**src/dpl_regs.vh**
```
// constants for the parallel sample latch front end
`ifndef DPL_REGS_VH
`define DPL_REGS_VH
`define DPL_WIDTH          10
`define DPL_FULL_CODE      10'h3FF
`define DPL_ZERO_CODE      10'h000
`define DPL_CLK_PERIOD_PS  8000
`define DPL_MAX_RATE_MSPS  210
`define DPL_PD_TIME_NS     50
`define DPL_PD_CYCLES      ((`DPL_PD_TIME_NS * 1000) / `DPL_CLK_PERIOD_PS)
`define DPL_WAKE_TIME_NS   5000
`define DPL_WAKE_CYCLES    ((`DPL_WAKE_TIME_NS * 1000 + `DPL_CLK_PERIOD_PS - 1) / `DPL_CLK_PERIOD_PS)
`endif

```
**src/dpl_skid.v**
```verilog
// two-entry buffer between sample source and output latch
`timescale 1ns/1ps
module dpl_skid #(
	parameter W = 10
) (
	input  wire         clk,
	input  wire         rst_b,
	input  wire         in_valid,
	output wire         in_ready,
	input  wire [W-1:0] in_data,
	output wire         out_valid,
	input  wire         out_ready,
	output wire [W-1:0] out_data
);
	reg [W-1:0] mem [0:1];
	reg         wr_ptr;
	reg         rd_ptr;
	reg [1:0]   count;
	wire        do_wr;
	wire        do_rd;

	assign in_ready  = (count != 2'd2);
	assign out_valid = (count != 2'd0);
	assign out_data  = mem[rd_ptr];
	assign do_wr     = in_valid & in_ready;
	assign do_rd     = out_valid & out_ready;

	always @(posedge clk or negedge rst_b) begin
		if (!rst_b) begin
			wr_ptr <= 1'b0;
			rd_ptr <= 1'b0;
			count  <= 2'd0;
		end else begin
			if (do_wr)
				wr_ptr <= ~wr_ptr;
			if (do_rd)
				rd_ptr <= ~rd_ptr;
			if (do_wr && !do_rd)
				count <= count + 2'd1;
			else if (do_rd && !do_wr)
				count <= count - 2'd1;
		end
	end

	// storage needs no reset; valid flags guard it
	always @(posedge clk) begin
		if (do_wr)
			mem[wr_ptr] <= in_data;
	end
endmodule // dpl_skid

```
**src/dpl_latch.v**
```verilog
// sample latch and sleep control of the current-output converter front end
// Notes on behaviour
// RULE1: ten-bit unsigned word, highest bit most significant
// RULE2: all ones gives full scale on true output
// RULE3: edge-triggered capture, output changes on rising edge
// RULE4: path runs up to 210 MSPS
// RULE5: source meets latch pulse width either phase
// RULE6: source should change data near falling edge
// RULE7: sleep held high switches output current off
// RULE8: sleep input pulled low when left open
// RULE9: off within 50 ns, valid ~5 us later
// RULE10: true output linear, full at code 1023
// RULE11: latched word holds between rising edges
`timescale 1ns/1ps
`include "dpl_regs.vh"
module dpl_latch #(
	parameter W           = `DPL_WIDTH,
	parameter WAKE_CYCLES = `DPL_WAKE_CYCLES
) (
	input  wire         clk,
	input  wire         rst_b,
	input  wire [W-1:0] sample_word,
	input  wire         sample_valid,
	output reg          sample_ready,
	input  wire         sleep_req,
	input  wire         sleep_connected,
	output reg  [W-1:0] true_current_output,
	output reg  [W-1:0] complement_current_output,
	output reg          output_on,
	output reg          output_valid
);
	localparam ST_RUN   = 3'b001;
	localparam ST_SLEEP = 3'b010;
	localparam ST_WAKE  = 3'b100;
	localparam PD_CYCLES = `DPL_PD_CYCLES;

	reg  [2:0]   state;
	reg  [2:0]   next_state;
	reg  [15:0]  wake_cnt;
	reg  [15:0]  next_wake_cnt;
	reg  [W-1:0] code;
	wire         buf_valid;
	wire         buf_in_ready;
	wire [W-1:0] buf_data;
	wire         sleep_eff;
	wire         take;

	////////////////////////////////////////////////////////////////////////
	// RULE8: open input reads as awake
	assign sleep_eff = sleep_connected & sleep_req;
	// latch keeps draining during sleep so the source never deadlocks
	assign take = buf_valid;

	dpl_skid #(
		.W (W)
	) u_skid (
		.clk       (clk),
		.rst_b     (rst_b),
		.in_valid  (sample_valid),
		.in_ready  (buf_in_ready),
		.in_data   (sample_word),
		.out_valid (buf_valid),
		.out_ready (1'b1),
		.out_data  (buf_data)
	);

	////////////////////////////////////////////////////////////////////////
	// RULE3: capture on rising edge only
	always @(posedge clk or negedge rst_b) begin
		if (!rst_b) begin
			code <= `DPL_ZERO_CODE;
		end else if (take) begin
			// RULE1: straight binary word
			code <= buf_data;
		end
		// RULE11: held otherwise
	end

	////////////////////////////////////////////////////////////////////////
	always @* begin
		next_state    = state;
		next_wake_cnt = wake_cnt;
		case (state)
			ST_RUN: begin
				// RULE7: high level enters sleep
				if (sleep_eff)
					next_state = ST_SLEEP;
			end
			ST_SLEEP: begin
				if (!sleep_eff) begin
					next_state    = ST_WAKE;
					next_wake_cnt = 16'h0000;
				end
			end
			ST_WAKE: begin
				if (sleep_eff)
					next_state = ST_SLEEP;
				// RULE9: wake settling time
				else if (wake_cnt >= WAKE_CYCLES - 1)
					next_state = ST_RUN;
				else
					next_wake_cnt = wake_cnt + 16'h0001;
			end
			default: begin
				next_state = ST_RUN;
			end
		endcase
	end

	always @(posedge clk or negedge rst_b) begin
		if (!rst_b) begin
			state    <= ST_RUN;
			wake_cnt <= 16'h0000;
		end else begin
			state    <= next_state;
			wake_cnt <= next_wake_cnt;
		end
	end

	////////////////////////////////////////////////////////////////////////
	// outputs registered; one cycle latency is well inside the 50 ns limit
	always @(posedge clk or negedge rst_b) begin
		if (!rst_b) begin
			true_current_output       <= `DPL_ZERO_CODE;
			complement_current_output <= `DPL_ZERO_CODE;
			output_on                 <= 1'b0;
			output_valid              <= 1'b0;
			sample_ready              <= 1'b0;
		end else begin
			sample_ready <= buf_in_ready;
			// RULE9: current off one edge after sleep
			if (sleep_eff || state == ST_SLEEP) begin
				true_current_output       <= `DPL_ZERO_CODE;
				complement_current_output <= `DPL_ZERO_CODE;
				output_on                 <= 1'b0;
				output_valid              <= 1'b0;
			end else begin
				// RULE2: complement carries remaining share
				// RULE10: linear, full scale at 1023
				true_current_output       <= code;
				complement_current_output <= `DPL_FULL_CODE - code;
				output_on                 <= 1'b1;
				output_valid              <= (state == ST_RUN);
			end
		end
	end
	// RULE4: 125 MHz clock sits below 210 MSPS limit
endmodule // dpl_latch

```
**config.mk**
```make
export PLATFORM = sky130hd
export DESIGN_NAME = dpl_latch
export DESIGN_NICKNAME = d
export VERILOG_FILES = /design/src/dpl_skid.v /design/src/dpl_latch.v
export VERILOG_INCLUDE_DIRS = /design/src
export SDC_FILE = /design/constraint.sdc
export NUM_CORES = 1
export LEC_CHECK = 0
export CORE_UTILIZATION = 50
export DETAILED_ROUTE_END_ITERATION = 6
export DONT_BUFFER_PORTS = 1
export PLACE_DENSITY = 0.75
export SYNTH_ARGS = -nofsm -noshare
export SYNTH_HDL_FRONTEND = slang
export SYNTH_SLANG_ARGS = --single-unit
```
**constraint.sdc**
```tcl
create_clock -name clk -period 2.5 [get_ports clk]
set_input_delay 0.5 -clock clk [delete_from_list [all_inputs] [get_ports clk]]
set_output_delay 0.5 -clock clk [all_outputs]
set_load 0.005 [all_outputs]
```
After elaboration in Yosys (flattened, before gate mapping)
Memory sizes are Yosys's and may differ from the RTL's. A register that Yosys moved wholly into a read port is not among the register bits. Index checks and enable logic that the tools add are counted.

Add/sub/neg operators: 4. Multiply operators: 0. Divide/modulo/power cells: 0. $lt $le $gt $ge: 1. Equal/unequal tests: 9. Shifts and indexed selects: 0. Mux-type cells: 17. Bitwise gates (word level): 4. Reductions and logical operators: 11.

Operators with widths (count): two-way mux 16 bit (3); one-hot mux 16 bit (2 select lines) (1); two-way mux 10 bit (2); adder 16 x 1 -> 16 bit, second input constant (1); >= comparator 16 x 10 -> 1 bit, second input constant (1); two-way mux 3 bit (4); inequality test 2 bit, second input constant (5); subtractor 10 bit, first input constant (1); one-hot mux 3 bit (3 select lines) (1); nonzero test 2 bit (3); two-way mux 1 bit (4); two-way mux 2 bit (2); AND reduction 4 bit (1); == test 3 x 1 -> 1 bit, second input constant (1); == test 3 x 2 -> 1 bit, second input constant (1); == test 3 bit, second input constant (1); zero test 1 bit (3); inequality test 3 bit, second input constant (1); AND reduction 3 bit (1); adder 2 x 1 -> 2 bit, second input constant (1); bitwise AND 1 bit (2); logical AND 1 bit (2); inverter 1 bit (2); subtractor 2 x 1 -> 2 bit, second input constant (1); logical OR 1 bit (1).

Bits in registers: 46. Bits in latches: 0. Bits in writable memories: 20. ROM bits: 0. Input bits: 15. Logic and storage cells: 57. Memories kept: 1.

Memories: u_skid.mem (depth 2, width 10, read ports 1, clocked after memory_dff 1, wr ports 1, line dpl_skid.v:15) `reg [W-1:0] mem [0:1];`.

Logic depth before layout (Yosys ltp)
Depth in word-level cells: 6. Depth in mapped cells: 7. Depth with buffers taken out: 7.

Modules after synthesis
Synthesis repeated with hierarchy kept, for this count alone.

Cell total of the unflattened synthesis: 215. Area, all modules: 2954.1 um^2.

By module, submodules not included: dpl_latch (times used 1, cells each 166, area an instance 2021.9 um^2, seq. area each 1302.5 um^2); dpl_skid (times used 1, cells each 49, area an instance 932.1 um^2, seq. area each 700.7 um^2).

Least setup slack after synthesis
OpenSTA, ideal clock, no wires.

Path kind: register to register. Start: register wake_cnt[8]. End: register wake_cnt[2]. Library setup time: 0.077 ns. Arrival: 1.688 ns. Required time: 2.423 ns. Setup slack: 0.734 ns. Stages on the path, launching flop included: 6. Period minus slack after synthesis: 1.766 ns. Cell sequence: dfrtp_1 > a211oi_1 > nand4_4 > buf_6 > or4_1 > a21oi_1.

Cells in the longest elaborated chain, start to end: 3.

Ends and longest elaborated chain: from (decl) (line dpl_latch.v:39) `reg [15:0] wake_cnt;`; from (signal assigned) (line dpl_latch.v:116) `wake_cnt <= next_wake_cnt;`; >= comparator 16 x 10 -> 1 bit (line dpl_latch.v:99) `else if (wake_cnt >= WAKE_CYCLES - 1)`; inequality test 2 bit (no line); AND reduction 4 bit (no line).

No other way between the ends. A chain may end at the register's enable or synchronous reset.

Final worst setup path
Start: register wake_cnt[8]. End: register wake_cnt[4].

The elaborated chain is that of the path after synthesis.

==> results.ini <==
[synth]
synth-main-ff-cell=dfrtp_1
synth-compound-area-share_pct=7.24
synth_top_area_share_pct=47.1
syn_avg_cell_area_sq_um=13.0
syn_inst=224
ys_seq_elements=76
async_reset_ff_share_pct=73.7
synth_mux_area_share_pct=3.43
synth_fa_ha_area_share_pct=1.29
synthXorXnorAreaFrac_pct=1.50
syn_area_sq_um=2920
syn-num-nets=242
synth_top_area_cell=dfrtp_1
yosys_warnings=0
seq_area_frac_synth_pct=68.6
synth_edf_count=20
synthTopCellsByCount=dfrtp_1, edfxtp_1, and2_1, nand2_1, o21ai_0
synth_top_family_by_area=simple AND/OR/NAND/NOR gates
synth.distinct_cells=35
yosysMostFrequentCell=dfrtp_1
synth_top_cells_by_area=dfrtp_1, edfxtp_1, and2_1
synth-simple-area-share_pct=15.7

[power_and_ir_drop]
p_sw_share_pct=28.8
power.static_leakage_nw=1.34
totalPowerFinal_mw=3.32
pwr-share-clk_pct=26.7
p_sw_uw=955
power.share.combinational_pct=15.6
p_per_area_nw_per_um2=1030
seq_power_share_pct=57.7
p_int_mw=2.36
ir_worst_vdd_mv=0.643

[critical_path]
arrival_ps=2210
start_kind=flop
reg2reg_from=wake_cnt[8]
r2r_end=wake_cnt[4]
cp-end-kind=flop
criticalPathCategory=flop to flop
r2r_cells=4
worstPathMaxFanout=15
crit_required_ps=2760
rrSetupSlack_ps=550

[floorplan]
ios=38
die_h_microns=78.4
die_x_microns=78.4
num_rows=27
die_area_sq_um=6150
coreArea_sq_um=5570
start_util_pct=52.4

[detailed_routing]
first_pass_iters=4
drtIter0Drc=88
post_drt_wl_per_cell_microns=14.7
route.detailed.drc=0
wirelength_microns=4540
routed-via-count=1654
vias_per_cell=5.37
antenna_left=0

[grt]
gr-usage-met2_pct=26.8
grt_use_met3_pct=6.16
grt_usage_pct=17.2
antenna_found_initial=0
overflow=0
use_met1_pct=21.9
top_usage_layer=met2
grt_max_degree=57
grt_pass1_wl_microns=7820
grt_pass1_vias=1641

[sta]
setup_violations=0
finalCritPeriodShare_pct=78.0
period_minus_slack_ps=1950
slew-limit-headroom_pct=47.8
rsz0062_at_grt=no
tns_ps=0
hold_viol_final=0
report.final.slew_viol_count=0
worst_pin_slew_ps=780
max_freq_mhz=513
hold_slack_ps=3.70
fin_skew_ps=5.91
worst_slack_ps=550

[placed_design]
gp_congestion=0.826
portBuffers=0
hpwlAfterDp_microns=3070
place_ws_ps=563

[cells_and_area]
drive_gt1_share_pct=9.32
diodes=0
synthToLayoutAreaGrowth_pct=9.90
seq_area_sq_um=2000
layout.nets=249
fillCellCount=440
multi_input_area_sq_um=852

[clock_network]
clock_latency_ps=340
cts_tree=yes
cts-root-buf=clkbuf_8
numCtsBuffers=9
clkSinkCount=76
cts.reportedPaths.clkPinSlew_ps=80
ctsResizeCount=0
htree_levels=3
clockBufferDepth=2
cts_setup_buffers=0

[flow_run]
drv_cap=0

[outcome]
status=complete, no violations

[hold_path]
hold_path_class=input port to asynchronous set/reset pin

-- worst max-delay path, stage by stage (launching register included) --
cell and delay (ps):
dfrtp_1 420, a211oi_1 460, nand4_4 260, or4_1 560, a21oi_1 170
-- cells by family (layout without fill, tap and decap cells) --
kind of cell | after synthesis | after routing
fa+ha+maj | 3 | 3
buf+inv | 15 | 27
xor+xnor | 5 | 5
mux | 10 | 10
flops | 76 | 76
simple gates | 80 | 80
compound gates | 35 | 35
-- layout by cell type, fill, tap and decap left out, drive strengths merged, types with 3 or more instances in the layout --
cell    count
and2       17
buf         3
and3        3
clkinv      5
nand2b      3
o211ai      3
xnor2       3
nor2       13
o21ai      16
edfxtp     20
inv         9
o21a        3
mux2i      10
or4         6
a21oi       6
clkbuf      9
nor3        3
ha          3
nor3b       3
dfrtp      55
o31ai       4
nand2      17
nand3       9
-- layout make-up --
cell class,instances,area share (%)
clock buffers,9,3.86
clock inverters,7,2.07
inverters,8,0.936
multi-input cells,133,26.6
flip-flops and latches,76,62.4
well taps,72,2.81
repair buffers,3,1.33
-- what timing repair did --
action / 4_1_cts / 5_1_grt
hold buffers: 1 / 0
endpoints found under the hold margin: 56 / 0
endpoints found under the setup margin: 0 / 0
-- routing by layer --
layer / routed length [microns] / up-vias / part of all wire (%)
li1: - / 799 / -
met1: 1990 / 814 / 44
met2: 2270 / 33 / 50
met3: 193 / 8 / 4.3
met4: 76 / 0 / 1.7
met5: 0 / - / 0
-- metrics by stage --
stage                     utilization [%]  cells  instance area [sq um]
final                                57.6    308                   3210
after global routing                 57.6    308                   3210
after CTS                            57.6    308                   3210
after detailed placement             53.6    291                   2990
after global placement               53.6    291                   2990
after floorplan                         -    224                   2920
-- how the worst max path moves through the flow --
stage | cells after the start | from | end
3_5_place_dp | 4 | wake_cnt[8] | wake_cnt[6]
2_1_floorplan | 5 | wake_cnt[8] | wake_cnt[2]
5_1_grt | 4 | wake_cnt[8] | wake_cnt[4]
3_3_place_gp | 4 | wake_cnt[8] | wake_cnt[8]
6_report | 4 | wake_cnt[8] | wake_cnt[4]
4_1_cts | 4 | wake_cnt[8] | wake_cnt[6]
-- state kept, by name (all words and copies together) (netlist names), 2 cells and up --
signal                     cells
state                          3
complement_current_output     10
u_skid.count                   2
u_skid.mem                    20
wake_cnt                      16
true_current_output           10
code                          10
-- power groups by stage --
stage	Clock (mW)	Sequential, mW	Combinational, mW
floorplan	0	1.84	0.455
global placement	0	1.94	0.490
detailed placement	0	1.95	0.508
CTS	0.918	1.92	0.531
global route	0.970	1.96	0.609
finish	0.886	1.91	0.517
Power figures use the tool's default switching activity.
